--- src/pkg/dac_link_pkg.sv ---
// shared constants for the three-wire converter write link
package dac_link_pkg;
   // -----------------------------------------------------------------
   // word layout
   // -----------------------------------------------------------------
   localparam int WORD_BITS = 16;
   localparam int CODE_BITS = 12;
   localparam int MODE_HI_POS = 13;
   localparam int MODE_LO_POS = 12;
   localparam int CODE_MSB_POS = 11;
   localparam int CNT_W = 5;
   localparam logic [CNT_W-1:0] LAST_BIT_CNT = 5'h10;
   // -----------------------------------------------------------------
   // reset values
   // -----------------------------------------------------------------
   localparam logic [11:0] CODE_RST = 12'h000;
   localparam logic [15:0] SHIFT_RST = 16'h0000;
   // -----------------------------------------------------------------
   // operating modes
   // -----------------------------------------------------------------
   localparam logic [1:0] MODE_NORMAL = 2'h0;
   localparam logic [1:0] MODE_PD_5K = 2'h1;
   localparam logic [1:0] MODE_PD_100K = 2'h2;
   localparam logic [1:0] MODE_PD_HIZ = 2'h3;
   // -----------------------------------------------------------------
   // host timing: link clock = 2*HALF_CYCLES system clocks
   // -----------------------------------------------------------------
   localparam int SYS_PERIOD_PS = 4000;
   localparam int SCLK_HALF_NS = 25;
   localparam int SCLK_HALF_CYCLES =
      (SCLK_HALF_NS * 1000 + SYS_PERIOD_PS - 1) / SYS_PERIOD_PS;
   localparam int SYNC_HIGH_NS = 37;
   localparam int SYNC_HIGH_CYCLES =
      (SYNC_HIGH_NS * 1000 + SYS_PERIOD_PS - 1) / SYS_PERIOD_PS;
   localparam int TMR_W = 8;
endpackage

--- src/pkg/dac_link_if.sv ---
// three-wire write link between host and converter front end
`timescale 1ns/1ps
interface dac_link_if;
   logic sync_n;
   logic sclk;
   logic din;
   modport host (output sync_n, output sclk, output din);
   modport device (input sync_n, input sclk, input din);
endinterface

--- src/dac_write_device.sv ---
// converter front end: serial word capture, code and mode registers
`timescale 1ns/1ps
module dac_write_device
   import dac_link_pkg::*;
#(
   parameter int WIDTH = WORD_BITS
) (
   input wire logic i_sys_clk,
   input wire logic i_rst_n,
   dac_link_if.device link,
   output logic [CODE_BITS-1:0] o_code,
   output logic [1:0] o_mode,
   output logic o_analog_en,
   output logic o_pull_5k,
   output logic o_pull_100k,
   output logic o_out_hiz,
   output logic o_loaded
);
   // -----------------------------------------------------------------
   // pin synchronisers
   // -----------------------------------------------------------------
   logic [1:0] sync_n_r;
   logic [1:0] sclk_r;
   logic [1:0] din_r;
   logic sync_n_d_r;
   logic sclk_d_r;
   logic [WIDTH-1:0] shift_r;
   logic [CNT_W-1:0] cnt_r;
   logic [CODE_BITS-1:0] code_r;
   logic [1:0] mode_r;
   logic loaded_r;
   logic frame_start;
   logic sclk_fall;
   logic word_done;
   logic [3:0] mode_flags;

   // one-hot analog controls: normal, 5k pull, 100k pull, hi-z
   function automatic logic [3:0] mode_onehot(input logic [1:0] m);
      case (m)
         MODE_NORMAL: mode_onehot = 4'h8;
         MODE_PD_5K: mode_onehot = 4'h4;
         MODE_PD_100K: mode_onehot = 4'h2;
         MODE_PD_HIZ: mode_onehot = 4'h1;
         default: mode_onehot = 4'h8;
      endcase
   endfunction

   // all four controls come from one decode so they can never overlap
   assign mode_flags = mode_onehot(mode_r);

   // two flops per pin; logic reads the second stage, plus a delayed copy of select and clock for edges
   always_ff @(posedge i_sys_clk) begin
      if (!i_rst_n) begin
         sync_n_r <= 2'h3;
         sclk_r <= 2'h0;
         din_r <= 2'h0;
         sync_n_d_r <= 1'h1;
         sclk_d_r <= 1'h0;
      end else begin
         sync_n_r <= {sync_n_r[0], link.sync_n};
         sclk_r <= {sclk_r[0], link.sclk};
         din_r <= {din_r[0], link.din};
         sync_n_d_r <= sync_n_r[1];
         sclk_d_r <= sclk_r[1];
      end
   end

   assign frame_start = sync_n_d_r && !sync_n_r[1];
   assign sclk_fall = sclk_d_r && !sclk_r[1];
   // a word counts as done only while the frame is still open
   assign word_done = !sync_n_r[1] && sclk_fall &&
      (cnt_r == LAST_BIT_CNT - 5'h01);

   // -----------------------------------------------------------------
   // input shift register and bit counter
   // -----------------------------------------------------------------
   // falls after the sixteenth are ignored until select is re-armed,
   // so a host that keeps select low cannot corrupt the loaded word
   always_ff @(posedge i_sys_clk) begin
      if (!i_rst_n) begin
         shift_r <= SHIFT_RST;
         cnt_r <= '0;
      end else if (sync_n_r[1] || frame_start) begin
         shift_r <= SHIFT_RST;
         cnt_r <= '0;
      end else if (sclk_fall && cnt_r != LAST_BIT_CNT) begin
         shift_r <= {shift_r[WIDTH-2:0], din_r[1]};
         cnt_r <= cnt_r + 5'h01;
      end
   end

   // -----------------------------------------------------------------
   // code and mode registers
   // -----------------------------------------------------------------
   // bits above the mode pair are don't-care and never stored
   always_ff @(posedge i_sys_clk) begin
      if (!i_rst_n) begin
         code_r <= CODE_RST;
         mode_r <= MODE_NORMAL;
         loaded_r <= 1'h0;
      end else if (word_done) begin
         code_r <= {shift_r[CODE_BITS-2:0], din_r[1]};
         mode_r <= shift_r[MODE_HI_POS-1:MODE_LO_POS-1];
         loaded_r <= 1'h1;
      end
   end // otherwise held

   // -----------------------------------------------------------------
   // outputs: analog enables decoded from mode
   // -----------------------------------------------------------------
   // until the first write the code is zero, so output sits at 0 V
   always_ff @(posedge i_sys_clk) begin
      if (!i_rst_n) begin
         o_code <= CODE_RST;
         o_mode <= MODE_NORMAL;
         o_analog_en <= 1'h1;
         o_pull_5k <= 1'h0;
         o_pull_100k <= 1'h0;
         o_out_hiz <= 1'h0;
         o_loaded <= 1'h0;
      end else begin
         o_code <= code_r;
         o_mode <= mode_r;
         o_analog_en <= mode_flags[3];
         o_pull_5k <= mode_flags[2];
         o_pull_100k <= mode_flags[1];
         o_out_hiz <= mode_flags[0];
         o_loaded <= loaded_r;
      end
   end
endmodule

--- src/flat_wrapper.sv ---
// flat-port wrapper written by rule: the top's interface ports become plain ports
module dac_write_device_flat import dac_link_pkg::*;
#(
   parameter int WIDTH = WORD_BITS
)
  (i_sys_clk, i_rst_n, o_code, o_mode, o_analog_en, o_pull_5k, o_pull_100k, o_out_hiz, o_loaded, link_sync_n, link_sclk, link_din);
  dac_link_if link_i ();
  input wire logic i_sys_clk;
  input wire logic i_rst_n;
  output logic [CODE_BITS-1:0] o_code;
  output logic [1:0] o_mode;
  output logic o_analog_en;
  output logic o_pull_5k;
  output logic o_pull_100k;
  output logic o_out_hiz;
  output logic o_loaded;
  input wire logic [$bits(link_i.sync_n)-1:0] link_sync_n;
  input wire logic [$bits(link_i.sclk)-1:0] link_sclk;
  input wire logic [$bits(link_i.din)-1:0] link_din;
  assign link_i.sync_n = link_sync_n;
  assign link_i.sclk = link_sclk;
  assign link_i.din = link_din;
  dac_write_device #(.WIDTH(WIDTH)) u_core (.i_sys_clk(i_sys_clk), .i_rst_n(i_rst_n), .link(link_i), .o_code(o_code), .o_mode(o_mode), .o_analog_en(o_analog_en), .o_pull_5k(o_pull_5k), .o_pull_100k(o_pull_100k), .o_out_hiz(o_out_hiz), .o_loaded(o_loaded));
endmodule
--- config.mk ---
export PLATFORM = sky130hd
export DESIGN_NAME = dac_write_device_flat
export DESIGN_NICKNAME = d
export VERILOG_FILES = /design/src/pkg/dac_link_pkg.sv /design/src/pkg/dac_link_if.sv /design/src/dac_write_device.sv /design/src/flat_wrapper.sv
export SDC_FILE = /design/constraint.sdc
export NUM_CORES = 1
export LEC_CHECK = 0
export ABC_CLOCK_PERIOD_IN_PS = 1700
export BUFFER_PORTS_ARGS = -buffer_cell sky130_fd_sc_hd__buf_2
export CAP_MARGIN = 20
export CORE_MARGIN = 5
export CORE_UTILIZATION = 54
export DETAILED_ROUTE_END_ITERATION = 8
export PLACE_DENSITY = 0.72
export SKIP_CTS_REPAIR_TIMING = 1
export SLEW_MARGIN = 20
export SYNTH_ARGS = -nofsm -noshare
export SYNTH_HDL_FRONTEND = slang
export SYNTH_SLANG_ARGS = --single-unit
export TNS_END_PERCENT = 50
--- constraint.sdc ---
create_clock -name i_sys_clk -period 1.7 [get_ports i_sys_clk]
set_input_delay 0.34 -clock i_sys_clk [delete_from_list [all_inputs] [get_ports i_sys_clk]]
set_output_delay 0.34 -clock i_sys_clk [all_outputs]
set_load 0.02 [all_outputs]
==> summary.md, run 1 <==
| Metric | Value |
|---|---|
| # fillers | `279` |
| Final HPWL DP | `2160 um` |
| Yosys cell types | `31` |
| Worst path max stage delay | `340 ps` |
| Core ar. | `3660 um^2` |
| Ports | `24` |
| Initial antenna violation count | `0` |
| Yosys reg bits | `60` |
| Overall Global Routing Usage | `15.2%` |
| CTS Buffer Depth | `2` |
| Number of buffers and inverters on the critical path | `1` |
| Setup crit end kind | `flop` |
| Final clock skew | `5.99 ps` |
| Root buffer cell | `clkbuf_8` |
| Mapped Nets | `204` |
| Synth Area per Inst | `10.4 um^2` |
| Worst slew margin | `80.5%` |
| Setup Viol. Count Final | `0` |
| DRC | `0` |
| # Max-Cap Violations | `0` |
| Layout cells sized above 1 | `20.3%` |
| Initial core utilization | `55.8%` |
| GPL Wtd Cong | `0.779` |
| Worst-path cell chain | `ha_1 > and3_1 > ha_1 > nand4bb_1 > buf_6 > nand2_1 > a21boi_0` |
| Global-route wire length before repair | `6000 um` |
| First-pass iteration count of the detailed router | `4` |
| Synth Instances | `196` |
| Clk slew on worst S/H paths | `60 ps` |
| Sequential share of the synthesized area | `58.8%` |
| Final period util | `93.0%` |
| Routed via count | `1419` |
| Slowest CP cell | `dfxtp_1` |
| Vias in the first global route | `1344` |
| Crit-path max FO | `7` |
| Die Y | `71.5 um` |
| Most used cell along the critical path | `ha_1` |
| Synth top area share | `58.8%` |
| CTS tree | `done` |
| Final Max Tran Viols | `0` |
| N_diodes | `0` |
| Largest net degree at the start of global routing | `39` |
| Final min period | `1580 ps` |
| P&R area growth vs syn | `19.8%` |
| Hold Path Class | `in -> reg` |
| Final hold vios | `0` |
| TritonCTS Buffers | `9` |
| Number of synthesis warnings | `0` |
| Post-route antenna net violation count | `0` |
| Cell Area, Synth | `2040 um^2` |
| Fmax | `0.632 GHz` |
| Slew @ Worst Pin | `292 ps` |
| Status | `finished clean` |
| Post-layout nets | `236` |
| Die Width | `71.5 um` |
| Detailed Route WL | `3590 um` |
| I/O Buffers | `23` |
| P_leak | `0.957 nW` |
| Row Count | `22` |
| Max H-tree Level | `3` |
| Critical Path Source Type | `flop` |
| WP data arrival | `1830 ps` |
| Family with the most delay on the worst path | `adder cells` |
| Hold Worst Slack | `205 ps` |
| Fin cells | `280` |
| Cell taking the most area after synthesis | `dfxtp_1` |
| WP data required | `1950 ps` |
| Ranking of synthesized cells by area | `dfxtp_1, nand2_1, and2_1` |
| Maximum vdd drop | `0.000556 V` |
| Iteration-0 DRC Markers | `70` |
| Worst skew pair latency | `320 ps` |
| Crit Path Class | `reg -> reg` |
| CTS sink count | `60` |
| GRT Residual Overflow | `0` |
| Die ar. | `5110 um^2` |
| PD cells | `1120 nW/um^2` |
| Avg Vias per Cell | `5.07` |
| Routed len/inst | `12.8 um` |
| Placed Cells | `263` |
| RSZ-0062 raised after global routing | `true` |
[registers in the layout (all words and copies together) (netlist names)]
name / flops
u_core.mode_r: 2
u_core.sync_n_r: 2
u_core.cnt_r: 5
u_core.sclk_r: 2
u_core.o_out_hiz: 1
u_core.code_r: 12
u_core.sync_n_d_r: 1
u_core.din_r: 2
u_core.shift_r: 13
u_core.o_code: 12
u_core.o_pull_100k: 1
u_core.o_loaded: 1
u_core.o_mode: 2
u_core.o_pull_5k: 1
u_core.sclk_d_r: 1
u_core.loaded_r: 1
u_core.o_analog_en: 1
[report_power, final]
part / switching [mW] / internal, mW
sequential: 0.00570 / 1.41
combinational: 0.0196 / 0.0212
clock: 0.487 / 0.790
[cells in the final DEF, fill, tap and decap left out, types with 2 or more instances in the layout]
master | synthesis | routed
dfxtp_1 | 60 | 60
nand2_1 | 42 | 42
buf_2 | 1 | 23
and2_1 | 20 | 20
mux2i_1 | 12 | 12
clkbuf_8 | 0 | 12
a21boi_1 | 1 | 8
a21boi_0 | 13 | 6
nand2b_1 | 4 | 4
a21oi_1 | 4 | 4
inv_1 | 3 | 3
nand3_1 | 3 | 3
o21ai_0 | 3 | 3
nor2b_1 | 3 | 3
ha_1 | 3 | 3
and3_1 | 2 | 2
and4bb_4 | 1 | 2
nand4bb_1 | 2 | 2
or3_1 | 2 | 2
clkbuf_1 | 4 | 2
buf_6 | 1 | 2
buf_4 | 2 | 2
[final cells by class]
cell class / count / area (um^2) / area share, %
sequential: 60 / 1200 / 49.1
multi-input combinational: 126 / 801 / 32.7
clock buffer: 14 / 173 / 7.05
timing repair buffer: 28 / 173 / 7.05
tap: 48 / 60.1 / 2.45
clock inverter: 1 / 30.0 / 1.23
inverter: 3 / 11.3 / 0.460
[synth_stat cells]
cell type / number
and4bb_4: 1
and2_1: 20
inv_1: 3
nand2b_1: 4
nand3b_1: 1
clkbuf_1: 4
dfxtp_1: 60
o21ai_0: 3
nor2_1: 1
nand4_1: 1
a21oi_1: 4
or3_1: 2
nand3_1: 3
buf_6: 1
nand4bb_1: 2
and3_1: 2
o21ai_1: 1
nor3b_2: 1
buf_4: 2
and4bb_2: 1
a21boi_0: 13
or2_2: 1
ha_1: 3
nand2_1: 42
nor2b_1: 3
buf_2: 1
a21boi_1: 1
o21a_1: 1
a221oi_1: 1
nor2_4: 1
mux2i_1: 12
[metal layers]
layer  vias up  share of wire, %  wire (um)  global-route usage, %
met5         -                 0          0                      0
met4         0               1.8         64                   8.14
met3         7               5.5        197                   6.03
met2        31                48       1720                   23.2
met1       671                45       1610                   18.3
li1        710                 -          -                      -
[kinds of logic (layout without fill, tap and decap cells)]
family / Yosys count / after routing / synth area share (%)
flip-flops: 60 / 60 / 58.8
AND/OR/NAND/NOR: 86 / 87 / 22.8
adder cells (fa/ha/maj): 3 / 3 / 1.84
buffers and inverters: 11 / 46 / 2.82
AO/OA/AOI/OAI: 24 / 24 / 7.90
multiplexers: 12 / 12 / 5.88
[stage by stage]
step	utilization, %	instance area, um^2	worst slack (ps)	power, mW	setup TNS, ps
after global routing	66.9	2450	-18.3	2.86	-26.9
after global placement	60.5	2210	135	1.49	0
after CTS	66.0	2420	46.1	2.77	0
after floorplan	-	2040	164	1.48	0
final	66.9	2450	118	2.74	0
after detailed placement	60.5	2210	57.9	1.49	0
[path summary, 6_finish.rpt]
check                     start            endpoint  slack [ps]  cells past startpoint
max reg2reg     u_core.cnt_r[0]   u_core.code_r[11]         120                      7
max             u_core.cnt_r[0]   u_core.code_r[11]         120                      7
min                 link_sync_n  u_core.sync_n_r[0]         210                      2
min reg2reg  u_core.sync_n_r[0]  u_core.sync_n_r[1]         430                      1
Power figures use the tool's default switching activity.
==> run 2, diff against run 1 <==
CORE_UTILIZATION = 56   (was 54)
PLACE_DENSITY = 0.74   (was 0.72)
==> run 2 against run 1 <==
Clock skew grew 0.63 ps. Largest power group unchanged. Largest cell class unchanged. Count of clock-buffer cells in the layout fell by 2. Register-to-register slack worse by 110 ps. Worst hold slack worse by 6.2 ps. Sequential share of layout area grew 0.10 points. Critical endpoint is now u_core.loaded_r. First-iteration DRC count increased by 24%.
==> summary.md, run 2 (same netlist as run 1, synthesis figures left out) <==
| Metric | Value |
|---|---|
| Placed Cells | `263` |
| Final Max Tran Viols | `0` |
| WP data arrival | `1920 ps` |
| TritonCTS Buffers | `9` |
| Placement Setup Slack | `43.1 ps` |
| Overall Global Routing Usage | `15.8%` |
| Detailed Route WL | `3670 um` |
| Most common cell after layout, fill and taps aside | `dfxtp_1` |
| Max H-tree Level | `3` |
| DP Area | `2210 um^2` |
| Core ar. | `3610 um^2` |
| Hold Path Class | `in -> reg` |
| I/O Buffers | `23` |
| Setup crit end kind | `flop` |
| P_leak | `0.954 nW` |
| Final hold vios | `0` |
| Slowest CP cell | `dfxtp_1` |
| WP data required | `1930 ps` |
| Most used cell along the critical path | `ha_1` |
| Initial antenna violation count | `0` |
| CTS tree | `done` |
| Iteration-0 DRC Markers | `87` |
| Fmax | `0.590 GHz` |
| Ports | `24` |
| N_diodes | `0` |
| Post-layout nets | `236` |
| Setup slack, reg-to-reg | `6 ps` |
| Maximum vdd drop | `0.000637 V` |
| CTS sink count | `60` |
| Hold Worst Slack | `199 ps` |
| Hold depth | `2` |
| Crit Path Class | `reg -> reg` |
| First-pass iteration count of the detailed router | `4` |
| Worst skew pair latency | `330 ps` |
| DRC | `0` |
| Routed len/inst | `13.1 um` |
| CTS Buffer Depth | `2` |
| Final Power | `2.74 mW` |
| P&R area growth vs syn | `19.7%` |
| RSZ-0062 raised after global routing | `true` |
| # Max-Cap Violations | `0` |
| Initial core utilization | `56.7%` |
| Global-route wire length before repair | `6040 um` |
| Die ar. | `4960 um^2` |
| Die Width | `70.4 um` |
| Row Count | `22` |
| Worst-path cell chain | `ha_1 > and3_1 > ha_1 > and4bb_2 > buf_4 > o21a_1` |
| Largest net degree at the start of global routing | `26` |
| Setup Viol. Count Final | `0` |
| Final HPWL DP | `2260 um` |
| Design area | `2450 um^2` |
| PD cells | `1120 nW/um^2` |
| Fin cells | `281` |
| Final min period | `1690 ps` |
| Post-route antenna net violation count | `0` |
| Avg Vias per Cell | `5.16` |
| Worst path max stage delay | `330 ps` |
| Status | `finished clean` |
| Crit-path max FO | `7` |
| GRT Residual Overflow | `0` |
| Final clock skew | `6.62 ps` |
| Worst slew margin | `83.5%` |
| Final period util | `99.7%` |
| Slack of the critical path | `5.87 ps` |
| Family with the most delay on the worst path | `simple AND/OR/NAND/NOR gates` |
| Max reg flops | `13` |
| Top flop regs | `u_core.shift_r: 13 flops, u_core.code_r: 12 flops, u_core.o_code: 12 flops` |
| GPL Wtd Cong | `0.891` |
| Worst Reg-to-Reg Cells | `6` |
| Number of buffers and inverters on the critical path | `1` |
| Commonest cells after routing, fill and taps aside | `dfxtp_1, nand2_1, buf_2` |
| Slew @ Worst Pin | `248 ps` |
| Largest Register | `u_core.shift_r` |
| Routed via count | `1449` |
| Root buffer cell | `clkbuf_8` |
| Vias in the first global route | `1425` |
| Critical Path Source Type | `flop` |
| Layout cells sized above 1 | `21.5%` |
| Clk slew on worst S/H paths | `60 ps` |
| Die Y | `70.4 um` |
| WP depth | `6` |
run 2: changes by cell type in the layout (fill, tap and decap cells not counted), sizes merged:
cell / delta
clkbuf: -2
clkinv: +2
clkinvlp: +1
run 2: path summary, 6_finish.rpt:
| path | from | to |
|---|---|---|
| worst max register to register | u_core.cnt_r[0] | u_core.loaded_r |
| worst max-delay path | u_core.cnt_r[0] | u_core.loaded_r |
| worst min register to register | u_core.sync_n_r[0] | u_core.sync_n_r[1] |
| worst min-delay path | link_sync_n | u_core.sync_n_r[0] |
run 2: area by class of cell:
class | instances | area [um^2]
flip-flops and latches | 60 | 1200
multi-input cells | 126 | 801
clock inverters | 4 | 47.5
fillers | 280 | 1160
inverters | 3 | 11.3
repair buffers | 28 | 169
clock buffers | 12 | 155
well taps | 48 | 60.1
run 2: where the power goes:
group | internal (mW) | switching (mW) | total [mW]
combinational | 0.0209 | 0.0196 | 0.0405
sequential | 1.41 | 0.00592 | 1.42
clock | 0.752 | 0.525 | 1.28
run 2: worst register-to-register path: cells and delay by family (launching register included):
kind | cells | cell delay [ps]
simple gates | 2 | 500
fa+ha+maj | 2 | 460
buf+inv | 1 | 150
compound gates | 1 | 150
flops | 1 | 330
run 2: per-layer routing:
layer | track usage, % | routed length (um) | up-vias
met2 | 24.1 | 1780 | 46
met1 | 17.6 | 1600 | 685
met4 | 7.45 | 54 | 0
met5 | 0 | 0 | -
met3 | 8.92 | 237 | 6
li1 | - | - | 712
run 2: through the flow:
step	setup TNS (ps)	util, %
floorplan	0	-
global placement	0	61.4
detailed placement	0	61.4
CTS	0	67.0
global route	-154	67.8
finish	0	67.8
==> run 3, diff against run 2 <==
ABC_CLOCK_PERIOD_IN_PS = 1800   (was 1700)
clock period = 1.8 ns   (was 1.7 ns; I/O delays follow)
==> run 3 against run 2 <==
Utilization fell by 0.83 points. Sequential cell count did not move. Count of clock-buffer cells in the layout did not move. Register-to-register slack improved by 120 ps. Highest routed layer unchanged. Critical endpoint is now u_core.shift_r[9]. Critical path type unchanged. Worst hold slack improved by 21 ps. Sequential share of layout area rose by 0.56 points. Final area fell by 1.2%.
==> summary.md, run 3 (same netlist as run 1, synthesis figures left out) <==
| Metric | Value |
|---|---|
| Status | `finished clean` |
| Max reg flops | `13` |
| DP Area | `2190 um^2` |
| Fmax | `0.597 GHz` |
| Iteration-0 DRC Markers | `89` |
| Post-route antenna net violation count | `0` |
| Routed len/inst | `12.7 um` |
| First-pass iteration count of the detailed router | `4` |
| CTS tree | `done` |
| Final Max Tran Viols | `0` |
| Vias in the first global route | `1402` |
| Setup Viol. Count Final | `0` |
| Routed via count | `1412` |
| N_diodes | `0` |
| Commonest cells after routing, fill and taps aside | `dfxtp_1, nand2_1, buf_2` |
| Overall Global Routing Usage | `15.5%` |
| Sequential Area | `1200 um^2` |
| Final clock skew | `9.14 ps` |
| Global-route wire length before repair | `5950 um` |
| CTS Buffer Depth | `2` |
| P_leak | `0.937 nW` |
| P&R area growth vs syn | `18.2%` |
| Worst slew margin | `66.9%` |
| Layout cells sized above 1 | `19.6%` |
| PD cells | `1100 nW/um^2` |
| TritonCTS Buffers | `9` |
| Critical Path Source Type | `flop` |
| Largest Register | `u_core.shift_r` |
| Hold Path Class | `in -> reg` |
| Crit Path Class | `reg -> reg` |
| # Max-Cap Violations | `0` |
| Final hold vios | `0` |
| Clk slew on worst S/H paths | `60 ps` |
| I/O Buffers | `23` |
| Post-Route Utilization | `67.0%` |
| Most common cell after layout, fill and taps aside | `dfxtp_1` |
| Final period util | `93.0%` |
| Crit-path max FO | `14` |
| Post-layout nets | `233` |
| Core ar. | `3610 um^2` |
| Final min period | `1670 ps` |
| Maximum vdd drop | `0.000544 V` |
| Row Count | `22` |
| Max H-tree Level | `3` |
| WP data required | `2040 ps` |
| # fillers | `283` |
| CTS sink count | `60` |
| WP data arrival | `1910 ps` |
| GRT Residual Overflow | `0` |
| Initial antenna violation count | `0` |
| GPL Wtd Cong | `0.916` |
| Worst skew pair latency | `330 ps` |
| Largest net degree at the start of global routing | `26` |
| Die Y | `70.4 um` |
| Die ar. | `4960 um^2` |
| Final HPWL DP | `2400 um` |
| Detailed Route WL | `3540 um` |
| Setup crit end kind | `flop` |
| Multi-input gate area | `788 um^2` |
| DRC | `0` |
| Slew @ Worst Pin | `495 ps` |
| Die Width | `70.4 um` |
| Avg Vias per Cell | `5.08` |
| Design area | `2420 um^2` |
| Root buffer cell | `clkbuf_8` |
| Ports | `24` |
| Initial core utilization | `56.7%` |
| Top flop regs | `u_core.shift_r: 13 flops, u_core.code_r: 12 flops, u_core.o_code: 12 flops` |
| Final Power | `2.67 mW` |
[run 3: changes by cell type in the layout (fill, tap and decap cells not counted), sizes merged]
| cell | change |
|---|---|
| buf | -2 |
| and4bb | -1 |
| bufinv | +1 |
| clkinv | -1 |
[run 3: metal layers]
| metal | GRT usage (%) | part of all wire, % | vias to the layer above |
|---|---|---|---|
| met5 | 0 | 0 | - |
| met4 | 8.94 | 2.8 | 0 |
| met3 | 6.33 | 5.5 | 11 |
| met2 | 25.5 | 50 | 42 |
| met1 | 16.6 | 42 | 650 |
| li1 | - | - | 709 |
[run 3: worst paths after layout]
check / to / cells after the start / slack, ps / startpoint
worst max-delay path: u_core.shift_r[9] / 5 / 130 / u_core.cnt_r[0]
worst min-delay path: u_core.sync_n_r[0] / 2 / 220 / link_sync_n
worst max register to register: u_core.shift_r[9] / 5 / 130 / u_core.cnt_r[0]
worst min register to register: u_core.sync_n_r[1] / 1 / 400 / u_core.sync_n_r[0]
[run 3: metrics by stage]
stage | hold slack, ps | setup WS [ps] | cells | setup TNS [ps]
6_report | 220 | 126 | 278 | 0
5_1_grt | 232 | -5.18 | 278 | -5.18
4_1_cts | 211 | 74.5 | 278 | 0
3_5_place_dp | 393 | 144 | 262 | 0
3_3_place_gp | 403 | 242 | 262 | 0
2_1_floorplan | 386 | 264 | 196 | 0
[run 3: final cells by class]
cell class	count	share of cell area [%]
Inverter	3	0.466
Clock buffer	12	6.01
Tap cell	48	2.49
Sequential cell	60	49.7
Multi-Input combinational cell	125	32.6
Timing Repair Buffer	26	5.70
Clock inverter	4	3.00
[run 3: worst max-delay path: stages (launching register included)]
cell	delay [ps]
dfxtp_1	380
inv_1	80
ha_1	220
and4bb_4	220
nor2_4	390
mux2i_1	280
[run 3: report_power, final]
part / total, mW / switching, mW / internal [mW]
clock network: 1.29 / 0.476 / 0.816
logic: 0.0350 / 0.0177 / 0.0173
registers: 1.34 / 0.00438 / 1.34
total: 2.67 / 0.498 / 2.17
